File: config.mk
export PLATFORM = sky130hd
export DESIGN_NAME = usbde_engine
export DESIGN_NICKNAME = d
export VERILOG_FILES = /design/src/rtl/usbde_pkg.sv /design/src/rtl/usbde_engine.sv
export VERILOG_INCLUDE_DIRS = /design/src /design/src/rtl
export SDC_FILE = /design/constraint.sdc
export NUM_CORES = 1
export LEC_CHECK = 0
export BUFFER_PORTS_ARGS = -buffer_cell sky130_fd_sc_hd__buf_2
export CORE_MARGIN = 4
export CORE_UTILIZATION = 40
export DETAILED_ROUTE_END_ITERATION = 10
export PLACE_DENSITY_LB_ADDON = 0.3
export SLEW_MARGIN = 10
export SYNTH_ARGS = -nofsm -noshare
export SYNTH_HDL_FRONTEND = slang
export SYNTH_SLANG_ARGS = --single-unit
File: constraint.sdc
create_clock -name I_CLK -period 2.4 [get_ports I_CLK]
set_input_delay 0.12 -clock I_CLK [delete_from_list [all_inputs] [get_ports I_CLK]]
set_output_delay 0.12 -clock I_CLK [all_outputs]
set_load 0.01 [all_outputs]
File: src/rtl/usbde_defs.svh
`ifndef USBDE_DEFS_SVH
`define USBDE_DEFS_SVH

// ****************************************
// register offsets
// ****************************************
`define USBDE_ADDR_STATUS 8'h00
`define USBDE_ADDR_MASK 8'h04
`define USBDE_ADDR_CONFIG 8'h08
`define USBDE_ADDR_COMMAND 8'h0c
`define USBDE_ADDR_TXDESC 8'h10
`define USBDE_ADDR_TXRESULT 8'h14
`define USBDE_ADDR_RXFREE 8'h18
`define USBDE_ADDR_STATE 8'h1c

// ****************************************
// status and mask bit positions
// ****************************************
`define USBDE_EV_TX_DONE 0
`define USBDE_EV_TIMEOUT 1
`define USBDE_EV_NAK 2
`define USBDE_EV_OVERFLOW 3
`define USBDE_EV_FLUSH 4
`define USBDE_EV_W 5

// ****************************************
// config fields
// ****************************************
`define USBDE_CFG_MULTI 0
`define USBDE_CFG_NAK 1
`define USBDE_CFG_RESET 2'h0

// ****************************************
// transmit descriptor fields
// ****************************************
`define USBDE_TXD_READY 0
`define USBDE_TXD_CONFIRM 1
`define USBDE_TXD_TIMEOUT 2
`define USBDE_TXD_IN 3
`define USBDE_TXD_PKTS_LSB 8
`define USBDE_TXD_PKTS_MSB 11

// ****************************************
// command codes
// ****************************************
`define USBDE_CMD_FLUSH 8'h01
`define USBDE_CMD_HALT 8'h02
`define USBDE_CMD_RESUME 8'h03

// ****************************************
// timing
// ****************************************
`define USBDE_CLK_MHZ 250
`define USBDE_BIT_NS 84
`define USBDE_BIT_CYC ((`USBDE_BIT_NS * `USBDE_CLK_MHZ + 999) / 1000)
`define USBDE_TURN_BITS 16
`define USBDE_TURN_CYC (`USBDE_TURN_BITS * `USBDE_BIT_CYC)
`define USBDE_RXDESC_MAX 4'h8

`endif

File: src/rtl/usbde_pkg.sv
package usbde_pkg;
    typedef enum logic [1:0] {
        USBDE_IDLE = 2'b00,
        USBDE_SEND = 2'b01,
        USBDE_WAIT = 2'b11,
        USBDE_CLOSE = 2'b10
    } usbde_tx_state_type;
endpackage : usbde_pkg

File: src/rtl/usbde_engine.sv
`timescale 1ns/100ps
`include "usbde_defs.svh"

module usbde_engine (
    input wire logic I_CLK,
    input wire logic I_ARST_N,
    input wire logic [7:0] I_ADDR,
    input wire logic [31:0] I_WDATA,
    input wire logic I_WR,
    input wire logic I_RD,
    output logic [31:0] O_RDATA,
    output logic O_IRQ,
    output logic O_PKT_START,
    output logic O_HANDSHAKE_NAK,
    output logic O_HANDSHAKE_ACK,
    output logic O_RX_STORE,
    input wire logic I_PKT_SENT,
    input wire logic I_PID_VALID,
    input wire logic I_STUFF_ERR,
    input wire logic I_OUT_RECEIVED,
    input wire logic I_RX_DESC_RETURN
);

    // ****************************************
    // state
    // ****************************************
    logic [`USBDE_EV_W-1:0] status_reg, status_next;
    logic [`USBDE_EV_W-1:0] mask_reg, mask_next;
    logic [1:0] config_reg, config_next;
    logic [15:0] txdesc_reg, txdesc_next;
    logic [15:0] txresult_reg, txresult_next;
    logic [3:0] rxfree_reg, rxfree_next;
    logic halted_reg, halted_next;
    logic overflow_reg, overflow_next;
    logic [3:0] pkts_left_reg, pkts_left_next;
    logic [9:0] timer_reg, timer_next;
    usbde_pkg::usbde_tx_state_type state_reg, state_next;
    logic [31:0] rdata_reg, rdata_next;
    logic irq_reg, irq_next;
    logic start_reg, start_next;
    logic nak_reg, nak_next;
    logic ack_reg, ack_next;
    logic store_reg, store_next;
    logic [`USBDE_EV_W-1:0] ev_bus, ev_rx, ev_tx, ev_all;
    logic wr_cmd, cmd_flush, cmd_halt, cmd_resume;
    logic tx_idle, single_pkt;
    logic [3:0] pkt_count;

    function automatic logic hit(input logic [7:0] a, input logic [7:0] o);
        hit = (a == o);
    endfunction : hit

    // ****************************************
    // counter step
    // ****************************************
    function automatic logic [3:0] step(input logic [3:0] v, input logic up);
        if (up) begin
            step = v + 4'h1;
        end else begin
            step = v - 4'h1;
        end
    endfunction : step

    // ****************************************
    // command decode
    // ****************************************
    always_comb begin
        wr_cmd = I_WR && hit(I_ADDR, `USBDE_ADDR_COMMAND);
        cmd_flush = wr_cmd && hit(I_WDATA[7:0], `USBDE_CMD_FLUSH);
        cmd_halt = wr_cmd && hit(I_WDATA[7:0], `USBDE_CMD_HALT);
        cmd_resume = wr_cmd && hit(I_WDATA[7:0], `USBDE_CMD_RESUME);
        tx_idle = (state_reg == usbde_pkg::USBDE_IDLE);
        single_pkt = !config_reg[`USBDE_CFG_MULTI]
            || txdesc_reg[`USBDE_TXD_CONFIRM];
        pkt_count = txdesc_reg[`USBDE_TXD_PKTS_MSB:`USBDE_TXD_PKTS_LSB];
        if (pkt_count == 4'h0) begin
            pkt_count = 4'h1;
        end
    end

    // ****************************************
    // control registers
    // ****************************************
    always_comb begin
        ev_bus = '0;
        mask_next = mask_reg;
        config_next = config_reg;
        halted_next = halted_reg;
        if (I_WR && hit(I_ADDR, `USBDE_ADDR_MASK)) begin
            mask_next = I_WDATA[`USBDE_EV_W-1:0];
        end
        if (I_WR && hit(I_ADDR, `USBDE_ADDR_CONFIG)) begin
            config_next = I_WDATA[1:0];
        end
        if (cmd_halt) begin
            halted_next = 1'b1;
        end
        if (cmd_resume) begin
            halted_next = 1'b0;
        end
        ev_bus[`USBDE_EV_FLUSH] = cmd_flush;
    end

    always_ff @(posedge I_CLK or negedge I_ARST_N) begin
        if (!I_ARST_N) begin
            mask_reg <= '0;
            config_reg <= `USBDE_CFG_RESET;
            halted_reg <= 1'b0;
        end else begin
            mask_reg <= mask_next;
            config_reg <= config_next;
            halted_reg <= halted_next;
        end
    end

    // ****************************************
    // receive side
    // ****************************************
    always_comb begin
        ev_rx = '0;
        rxfree_next = rxfree_reg;
        overflow_next = overflow_reg;
        nak_next = 1'b0;
        ack_next = 1'b0;
        store_next = 1'b0;
        if (cmd_flush) begin
            overflow_next = 1'b0;
        end
        if (I_RX_DESC_RETURN && rxfree_reg != `USBDE_RXDESC_MAX) begin
            rxfree_next = step(rxfree_reg, 1'b1);
            overflow_next = 1'b0;
        end
        if (I_OUT_RECEIVED) begin
            if (config_reg[`USBDE_CFG_NAK]) begin
                nak_next = 1'b1;
                ev_rx[`USBDE_EV_NAK] = 1'b1;
            end else if (rxfree_reg == 4'h0) begin
                overflow_next = 1'b1;
                ev_rx[`USBDE_EV_OVERFLOW] = 1'b1;
            end else begin
                store_next = 1'b1;
                ack_next = 1'b1;
                rxfree_next = step(rxfree_next, 1'b0);
            end
        end
    end

    always_ff @(posedge I_CLK or negedge I_ARST_N) begin
        if (!I_ARST_N) begin
            rxfree_reg <= `USBDE_RXDESC_MAX;
            overflow_reg <= 1'b0;
            nak_reg <= 1'b0;
            ack_reg <= 1'b0;
            store_reg <= 1'b0;
        end else begin
            rxfree_reg <= rxfree_next;
            overflow_reg <= overflow_next;
            nak_reg <= nak_next;
            ack_reg <= ack_next;
            store_reg <= store_next;
        end
    end

    // ****************************************
    // transmit side
    // ****************************************
    always_comb begin
        ev_tx = '0;
        txdesc_next = txdesc_reg;
        txresult_next = txresult_reg;
        pkts_left_next = pkts_left_reg;
        timer_next = timer_reg;
        state_next = state_reg;
        start_next = 1'b0;
        if (I_WR && hit(I_ADDR, `USBDE_ADDR_TXDESC) && tx_idle) begin
            txdesc_next = I_WDATA[15:0];
        end
        case (state_reg)
            usbde_pkg::USBDE_IDLE: begin
                if (txdesc_reg[`USBDE_TXD_READY] && !halted_reg) begin
                    pkts_left_next = single_pkt ? 4'h1 : pkt_count;
                    start_next = 1'b1;
                    state_next = usbde_pkg::USBDE_SEND;
                end
            end
            usbde_pkg::USBDE_SEND: begin
                if (I_PKT_SENT) begin
                    timer_next = 10'h0;
                    state_next = usbde_pkg::USBDE_WAIT;
                end
            end
            usbde_pkg::USBDE_WAIT: begin
                timer_next = timer_reg + 10'h1;
                if (I_STUFF_ERR) begin
                    txdesc_next[`USBDE_TXD_TIMEOUT] = 1'b1;
                    state_next = usbde_pkg::USBDE_CLOSE;
                end else if (I_PID_VALID) begin
                    if (pkts_left_reg > 4'h1 && !halted_reg) begin
                        pkts_left_next = step(pkts_left_reg, 1'b0);
                        start_next = 1'b1;
                        state_next = usbde_pkg::USBDE_SEND;
                    end else begin
                        state_next = usbde_pkg::USBDE_CLOSE;
                    end
                end else if (timer_reg >= 10'(`USBDE_TURN_CYC - 1)) begin
                    txdesc_next[`USBDE_TXD_TIMEOUT] = 1'b1;
                    state_next = usbde_pkg::USBDE_CLOSE;
                end
            end
            usbde_pkg::USBDE_CLOSE: begin
                txdesc_next[`USBDE_TXD_READY] = 1'b0;
                txresult_next = txdesc_next;
                ev_tx[`USBDE_EV_TX_DONE] = 1'b1;
                ev_tx[`USBDE_EV_TIMEOUT] = txdesc_reg[`USBDE_TXD_TIMEOUT];
                state_next = usbde_pkg::USBDE_IDLE;
            end
            default: state_next = usbde_pkg::USBDE_IDLE;
        endcase
    end

    always_ff @(posedge I_CLK or negedge I_ARST_N) begin
        if (!I_ARST_N) begin
            txdesc_reg <= 16'h0;
            txresult_reg <= 16'h0;
            pkts_left_reg <= 4'h0;
            timer_reg <= 10'h0;
            state_reg <= usbde_pkg::USBDE_IDLE;
            start_reg <= 1'b0;
        end else begin
            txdesc_reg <= txdesc_next;
            txresult_reg <= txresult_next;
            pkts_left_reg <= pkts_left_next;
            timer_reg <= timer_next;
            state_reg <= state_next;
            start_reg <= start_next;
        end
    end

    // ****************************************
    // status and interrupt
    // ****************************************
    always_comb begin
        ev_all = ev_bus | ev_rx | ev_tx;
        status_next = status_reg;
        if (I_RD && hit(I_ADDR, `USBDE_ADDR_STATUS)) begin
            status_next = '0;
        end
        // a new event wins over the read clear
        status_next = status_next | ev_all;
        irq_next = |(status_next & mask_next);
    end

    always_ff @(posedge I_CLK or negedge I_ARST_N) begin
        if (!I_ARST_N) begin
            status_reg <= '0;
            irq_reg <= 1'b0;
        end else begin
            status_reg <= status_next;
            irq_reg <= irq_next;
        end
    end

    // ****************************************
    // readback
    // ****************************************
    always_comb begin
        rdata_next = 32'h0;
        if (I_RD) begin
            case (I_ADDR)
                `USBDE_ADDR_STATUS: rdata_next = {27'h0, status_reg};
                `USBDE_ADDR_MASK: rdata_next = {27'h0, mask_reg};
                `USBDE_ADDR_CONFIG: rdata_next = {30'h0, config_reg};
                `USBDE_ADDR_TXDESC: rdata_next = {16'h0, txdesc_reg};
                `USBDE_ADDR_TXRESULT: rdata_next = {16'h0, txresult_reg};
                `USBDE_ADDR_RXFREE: rdata_next = {28'h0, rxfree_reg};
                `USBDE_ADDR_STATE: rdata_next = {26'h0, pkts_left_reg,
                    halted_reg, overflow_reg};
                default: rdata_next = 32'h0;
            endcase
        end
    end

    always_ff @(posedge I_CLK or negedge I_ARST_N) begin
        if (!I_ARST_N) begin
            rdata_reg <= 32'h0;
        end else begin
            rdata_reg <= rdata_next;
        end
    end

    assign O_RDATA = rdata_reg;
    assign O_IRQ = irq_reg;
    assign O_PKT_START = start_reg;
    assign O_HANDSHAKE_NAK = nak_reg;
    assign O_HANDSHAKE_ACK = ack_reg;
    assign O_RX_STORE = store_reg;

endmodule : usbde_engine

After elaboration in Yosys (flattened, before gate mapping)
Cells that the tools add are included.

storage, ports and cells
  register bits after elaboration = 101
  word-level logic and storage cells = 125
  input port bits = 49
  output and inout port bits = 37

cells by class
  reduce and logical (&&, ||, !) cells = 27
  order comparisons = 2
  muxes and demuxes = 51
  equality and inequality tests = 20
  bitwise logic cells = 4
  add/sub/neg operators = 4

operators with widths
  operator                 count
  $pmux W16 S7             1
  $mux W4                  10
  $eq A8 B5 Y1 const B     4
  $mux W16                 2
  $mux W1                  23
  $pmux W10 S2             1
  $eq A8 B2 Y1 const B     2
  $eq A8 B4 Y1 const B     2
  $mux W2                  8
  $logic_and A1 B1 Y1      12
  $add A10 B1 Y10 const B  1
  $ge A10 B9 Y1 const B    1
  $mux W10                 1
  $mux W5                  2
  $eq A8 B1 Y1 const B     1
  $eq A8 B3 Y1 const B     1
  $logic_not A4 Y1         2
  $logic_not A8 Y1         1
  $ne A2 B2 Y1 const B     4
  $ne A4 B4 Y1 const B     2
  $pmux W2 S4              1
  $pmux W4 S2              1
  $reduce_bool A2 Y1       4
  $sub A4 B1 Y4 const B    2
  other kinds (17)         19

Longest topological paths before layout
Gate-level depths: netlist of run 1.

  depth after elaboration = 9
  depth in mapped cells = 8
  depth with buffers taken out = 8

Worst setup path after synthesis of run 1
No wires, ideal clock.

  kind = in2reg
  start = input port I_ADDR[1]
  end = register txresult_reg[7]
  path buffers = 2
  required time = 2.273 ns
  stages on the path = 7
  arrival = 1.805 ns
  setup time = 0.127 ns
  setup slack = 0.468 ns
  cells stage by stage = nor4_4 > and4_1 > and3_1 > buf_6 > buf_12 > mux2_4 > mux2_1

on the way
  word-level cells in the longest chain between the ends = 4

RTL lines
  element                           RTL line             text
  start: declaration                usbde_engine.sv:7    input wire logic [7:0] I_ADDR,
  $eq A8 B5 Y1                      usbde_engine.sv:50   hit = (a == o);
  $logic_and A1 B1 Y1 (2 in a row)  usbde_engine.sv:175  if (I_WR && hit(I_ADDR, `USBDE_ADDR_TXDESC) && tx_idle) begin
  $mux W16                          usbde_engine.sv:175
  named net txdesc_next[7]          usbde_engine.sv:30   logic [15:0] txdesc_reg, txdesc_next;
  end signal: assignment            usbde_engine.sv:231  txresult_reg <= txresult_next;
  end: declaration                  usbde_engine.sv:31   logic [15:0] txresult_reg, txresult_next;

The timed path passes the listed nets, and every way through them passes these cells. The select of a mux whose other input is x is not followed.
A chain may end at the register's enable or synchronous reset.

Final worst setup path of run 1
  start = register state_reg[1]
  end = register txresult_reg[15]

on the way
  word-level cells in the longest chain between the ends = 3
  elaborated cells on any way between the ends = 4
  classes of those cells = eq/ne: 1; mux: 1; reduce/logical: 2

RTL lines
  element                    RTL line             text
  start: declaration         usbde_engine.sv:37   usbde_pkg::usbde_tx_state_type state_reg, state_next;
  start signal: assignment   usbde_engine.sv:227  state_reg <= usbde_pkg::USBDE_IDLE;
  start signal: assignment   usbde_engine.sv:234  state_reg <= state_next;
  $logic_not A2 Y1           usbde_engine.sv:72   tx_idle = (state_reg == usbde_pkg::USBDE_IDLE);
  $logic_and A1 B1 Y1        usbde_engine.sv:175
  $mux W16                   usbde_engine.sv:175
  named net txdesc_next[15]  usbde_engine.sv:30

The timed path passes the listed nets, and every way through them passes these cells. The select of a mux whose other input is x is not followed.

==> flow_summary_export.csv, run 1 <==
group,metric,value,unit
setup_path,r2r_cells,6,
sta,rsz0062_at_grt,"false",
global_routing,overflow,0,
placed_design,portBuffers,53,
global_routing,grt_util_all_layers,0.154,
sta,fmax,481,MHz
floorplan,fp-row-count,37,
yosys,synthCells,379,
yosys,synth-edff-count,0,
detailed_routing,drcViolationCount,0,
detailed_routing,dr.first_iter.drc_count,135,
sta,worst_slew_pin_slew,0.978,ns
setup_path,crit_path_end_kind,"flip-flop",
sta,clock_skew,0.00850,ns
sta,hold_violations,0,
sta,finalSetupTns,0,ns
layout,final_cells,586,
yosys,syn_avg_cell_area,11.3,sq um
global_routing,grt_pass1_vias,3153,
clock_network,clock_latency,0.36,ns
yosys,ys_types,60,
clock_network,cts-root-buf,"clkbuf_8",
placed_design,placed_cells,564,
placed_design,dpl.hpwl,6710,microns
layout,multi_input_area,1980,sq um
yosys,synth-seq-cells,85,
yosys,yosys_warnings,0,
floorplan,ios,86,
placed_design,place_ws,0.331,ns
pwr,leakage,2.40,nW
setup_path,regToRegSetupSlack,0.32,ns
sta,slew_violations,0,
yosys,yosys.cell_count.top_type,"dfrtp_1",
sta,max_slew_margin,0.348,
pwr,peakVddDrop,0.000378,V
clock_network,clock_sinks,85,
yosys,yosys-top-cells-count,"84 x dfrtp_1, 27 x mux2_2, 26 x nor2_1",
detailed_routing,wirelength,9310,microns
global_routing,grt_max_degree,56,
layout,fill_cells,976,
job,maxCapViolCount,0,
yosys,async_flop_share,1.00,
setup_path,critPathKind,"flip-flop to flip-flop",
global_routing,antenna_found_initial,0,
detailed_routing,postRouteAntennaNets,0,
clock_network,hold_buffers,6,
clock_network,clkSlewWorstSetupHoldPaths,0.10,ns
layout,layout-drive-gt1-share,0.273,
clock_network,cts_tree,"yes",
floorplan,start_util,0.414,
clock_network,h-tree-depth,3,
yosys,synth_top_cell_area_share,0.490,
hold_path,hold_path_class,"input pin to flip-flop",
layout,diodes,0,
clock_network,cts-buffers-inserted,9,
yosys,synth_area_leaders,"dfrtp_1 49%, mux2_2 7.1%, ha_1 3.2%",
hold_path,min_to,"txdesc_reg[15]",
setup_path,worstPathArrival,2.33,ns
detailed_routing,via_per_inst,5.24,
sta,period_share,0.866,
placed_design,routabilityCongestion,0.860,
clock_network,cts.path.max_buffers,2,
sta,setup_ws,0.322,ns
sta,holdWs,0.0123,ns
pwr,p_per_area,814,nW/um^2
floorplan,core-area,10400,sq um
clock_network,postCtsSetupBuffers,0,
floorplan,die_area,12500,sq um
setup_path,r2r_start,"state_reg[1]",
hold_path,hold_path_startpoint,"I_WDATA[15]",
sta,min_period,2.08,ns
floorplan,die_h,112,microns
setup_path,critical_path.max_fanout,15,
layout,regArea,2130,sq um
layout,syn2layout_area_growth,15.3,%
clock_network,ctsResizeCount,0,
floorplan,die_w,112,microns
setup_path,cp.required,2.66,ns
global_routing,grt_pass1_wl,15600,microns
hold_path,whs_path_depth,2,
setup_path,r2r-end,"txresult_reg[15]",
yosys,netlist_area,4290,sq um
detailed_routing,num_vias,3068,
yosys,synth_top_area_cell,"dfrtp_1",
pwr,power.total,4.03,mW
yosys,synth_flop_cell,"dfrtp_1",
detailed_routing,dr.pass1.iters,4,
layout,fin_nets,505,
sta,setup_viol,0,
setup_path,worstSetupStartpointType,"flip-flop",
yosys,yosysSeqAreaShare,0.496,
detailed_routing,wl_per_cell,15.9,microns
status,status,"complete, no violations",
kinds of logic (layout without fill, tap and decap cells):
family                     after synthesis  count (layout)  share of synthesized area
DFF                                     85              85                      0.496
xor gates and xnor gates                 5               5                     0.0102
AOI/OAI and AO/OA                       79              79                      0.131
buffers and inverters                   42              98                     0.0574
muxes                                   54              54                      0.145
other                                    1              16                   0.000873
and+or+nand+nor                        102             102                      0.128
adders and majority gates               11              11                     0.0321
final cells by class:
type | instances | area share
tap | 136 | 0.0344
multi-input combinational | 267 | 0.399
sequential | 85 | 0.430
timing repair buffer | 71 | 0.0895
inverter | 11 | 0.00834
clock inverter | 6 | 0.0109
clock buffer | 10 | 0.0278
critical path, stage by stage, from the launching register on:
cell and delay, ns:
dfrtp_1 0.45, inv_1 0.15, ha_1 0.27, and3_1 0.27, buf_12 0.19, mux2_2 0.37, mux2_2 0.27
power breakdown:
part	internal, mW	total [mW]	switching, mW	leakage, nW
combinational	0.532	1.23	0.697	1.17
sequential	1.62	1.81	0.192	1.13
clock	0.422	0.984	0.561	0.0954
total	2.58	4.03	1.45	2.40
worst max-delay path by stage:
stage	startpoint	endpoint	slack (ns)	cells past startpoint
finish	state_reg[1]	txresult_reg[15]	0.32	6
global route	state_reg[1]	txresult_reg[4]	0.20	6
CTS	state_reg[1]	txresult_reg[15]	0.32	6
detailed placement	state_reg[1]	txresult_reg[15]	0.33	6
global placement	timer_reg[0]	state_reg[0]	0.39	6
floorplan	I_ADDR[1]	txresult_reg[7]	0.47	7
per-stage QoR:
| step | util | area (sq um) |
|---|---|---|
| final | 0.477 | 4950 |
| after global routing | 0.477 | 4950 |
| after CTS | 0.477 | 4950 |
| after detailed placement | 0.453 | 4700 |
| after global placement | 0.453 | 4700 |
| after floorplan | - | 4350 |
layer usage:
layer / vias to the layer above / wire, microns / track usage
met5: - / 0 / 0
met4: 0 / 143 / 0.0552
met3: 12 / 455 / 0.0299
met2: 83 / 4440 / 0.245
met1: 1490 / 4270 / 0.212
li1: 1483 / - / -
cells in the final DEF (no fill, tap or decap), types with 11 or more instances in the layout:
cell type | Yosys | routed
a21oi_1 | 14 | 14
a22oi_1 | 15 | 15
buf_2 | 1 | 52
buf_4 | 17 | 11
conb_1 | 1 | 16
dfrtp_1 | 84 | 84
ha_1 | 11 | 11
inv_1 | 11 | 11
mux2_2 | 27 | 27
mux2i_1 | 11 | 11
nand2_1 | 22 | 22
nand3_1 | 11 | 11
nor2_1 | 26 | 26
(Power assumes the default switching activity.)
==> run 2, diff against run 1 <==
--- a/config.mk
+++ b/config.mk
@@ -7,6 +7,8 @@
 export NUM_CORES = 1
 export LEC_CHECK = 0
 export BUFFER_PORTS_ARGS = -buffer_cell sky130_fd_sc_hd__buf_2
+export CELL_PAD_IN_SITES_DETAIL_PLACEMENT = 0
+export CELL_PAD_IN_SITES_GLOBAL_PLACEMENT = 1
 export CORE_MARGIN = 4
 export CORE_UTILIZATION = 40
 export DETAILED_ROUTE_END_ITERATION = 10
==> run 2 against run 1 <==
Combinational power about the same. Register-to-register slack about the same. Flip-flop and latch count is the same. Non-clock buffer count increased by 7. Hold slack better by 0.014 ns. Die area stayed put. Clock skew is 0.00051 ns lower. Wire length hardly changed. Sequential power is essentially flat. Via count hardly changed. Highest routed layer unchanged.
==> flow_summary_export.csv, run 2 (synthesis results as in run 1) <==
group,metric,value,unit
status,status,"complete, no violations",
placed_design,dpl.hpwl,6870,microns
hold_path,hold_path_class,"input pin to flip-flop",
setup_path,critPathBufInv,2,
setup_path,worstSetupStartpointType,"flip-flop",
layout,layout-drive-gt1-share,0.276,
sta,finalSetupTns,0,ns
sta,fmax,481,MHz
detailed_routing,dr.pass1.iters,5,
layout,regArea,2130,sq um
setup_path,critical_path.max_fanout,12,
floorplan,ios,86,
pwr,peakVddDrop,0.000372,V
placed_design,placed_cells,570,
layout,multi_input_area,1980,sq um
floorplan,die_h,112,microns
detailed_routing,drcViolationCount,0,
clock_network,clkSlewWorstSetupHoldPaths,0.08,ns
detailed_routing,wl_per_cell,15.7,microns
job,maxCapViolCount,0,
sta,rsz0062_at_grt,"false",
setup_path,cpMaxStageDelayCell,"dfrtp_1",
layout,final_cells,592,
floorplan,die_area,12500,sq um
setup_path,worst_path_largest_cell_delay,0.44,ns
layout,fill_cells,979,
layout,fin_nets,512,
global_routing,grt_pass1_wl,15800,microns
floorplan,die_w,112,microns
layout,diodes,0,
setup_path,crit_path_end_kind,"flip-flop",
clock_network,cts-root-buf,"clkbuf_8",
global_routing,grt_max_degree,46,
sta,setup_viol,0,
detailed_routing,postRouteAntennaNets,0,
pwr,leakage,2.42,nW
layout,syn2layout_area_growth,16.0,%
clock_network,cts_tree,"yes",
floorplan,start_util,0.414,
setup_path,cp.required,2.64,ns
clock_network,clock_sinks,85,
sta,clock_skew,0.00799,ns
clock_network,ctsResizeCount,0,
layout,fin_util,0.480,
setup_path,critPathKind,"flip-flop to flip-flop",
sta,worst_slew_pin_slew,0.954,ns
detailed_routing,dr.first_iter.drc_count,144,
sta,hold_violations,0,
placed_design,routabilityCongestion,0.871,
sta,period_share,0.867,
floorplan,core-area,10400,sq um
setup_path,crit_path_cell_trace,"inv_1 -> ha_1 -> and3_1 -> buf_4 -> mux2_4 -> mux2_1",
layout,layout_common_cells,"84 x dfrtp_1, 52 x buf_2, 27 x mux2_2",
placed_design,portBuffers,53,
pwr,p_per_area,812,nW/um^2
setup_path,crit_family,"multiplexers",
global_routing,grt_util_all_layers,0.159,
global_routing,grt_pass1_vias,3116,
clock_network,h-tree-depth,3,
sta,slew_violations,0,
detailed_routing,num_vias,3066,
layout,mostFrequentLayoutCell,"dfrtp_1",
pwr,power.total,4.04,mW
global_routing,overflow,0,
clock_network,cts-buffers-inserted,9,
global_routing,antenna_found_initial,0,
floorplan,fp-row-count,37,
sta,min_period,2.08,ns
clock_network,cts.path.max_buffers,2,
detailed_routing,via_per_inst,5.18,
detailed_routing,wirelength,9310,microns
sta,max_slew_margin,0.364,
setup_path,worstPathArrival,2.32,ns
clock_network,clock_latency,0.36,ns
[run 2: worst paths after layout]
path | from | end | slack, ns | depth (start not counted)
max | state_reg[1] | txresult_reg[12] | 0.32 | 6
min | I_WDATA[15] | txdesc_reg[15] | 0.03 | 2
max reg2reg | state_reg[1] | txresult_reg[12] | 0.32 | 6
min reg2reg | txresult_reg[11] | txresult_reg[11] | 0.49 | 1
max in group asynchronous | I_ARST_N | txresult_reg[4] | 1.45 | 3
min in group asynchronous | I_ARST_N | timer_reg[3] | 0.28 | 2
[run 2: per-layer routing]
| metal | track usage | vias to the layer above | wire (microns) |
|---|---|---|---|
| met5 | 0 | - | 0 |
| met1 | 0.219 | 1480 | 4370 |
| li1 | - | 1502 | - |
| met4 | 0.0535 | 0 | 162 |
| met3 | 0.0408 | 13 | 466 |
| met2 | 0.247 | 71 | 4310 |
[run 2: stage by stage]
stage / area, sq um / worst slack [ns] / hold slack, ns
2_1_floorplan: 4350 / 0.468 / -0.176
3_3_place_gp: 4720 / 0.357 / 0.168
3_5_place_dp: 4720 / 0.327 / 0.171
4_1_cts: 4980 / 0.319 / 0.00725
5_1_grt: 4980 / 0.172 / 0.0229
6_report: 4980 / 0.320 / 0.0262
[run 2: layout make-up]
| class | count | share of cell area |
|---|---|---|
| clock buffer | 12 | 0.0291 |
| clock inverter | 3 | 0.00930 |
| inverter | 11 | 0.00829 |
| multi-input combinational | 267 | 0.397 |
| sequential | 85 | 0.427 |
| tap | 136 | 0.0342 |
| timing repair buffer | 78 | 0.0950 |
[run 2: power breakdown]
| part | switching, mW | total [mW] | internal (mW) |
|---|---|---|---|
| clock | 0.493 | 0.999 | 0.506 |
| sequential | 0.187 | 1.81 | 1.62 |
| combinational | 0.692 | 1.24 | 0.544 |
[run 2: repair_timing]
action	4_1_cts	5_1_grt
endpoints found under the hold margin	47	0
hold buffers	7	0
buffers inserted	0	0
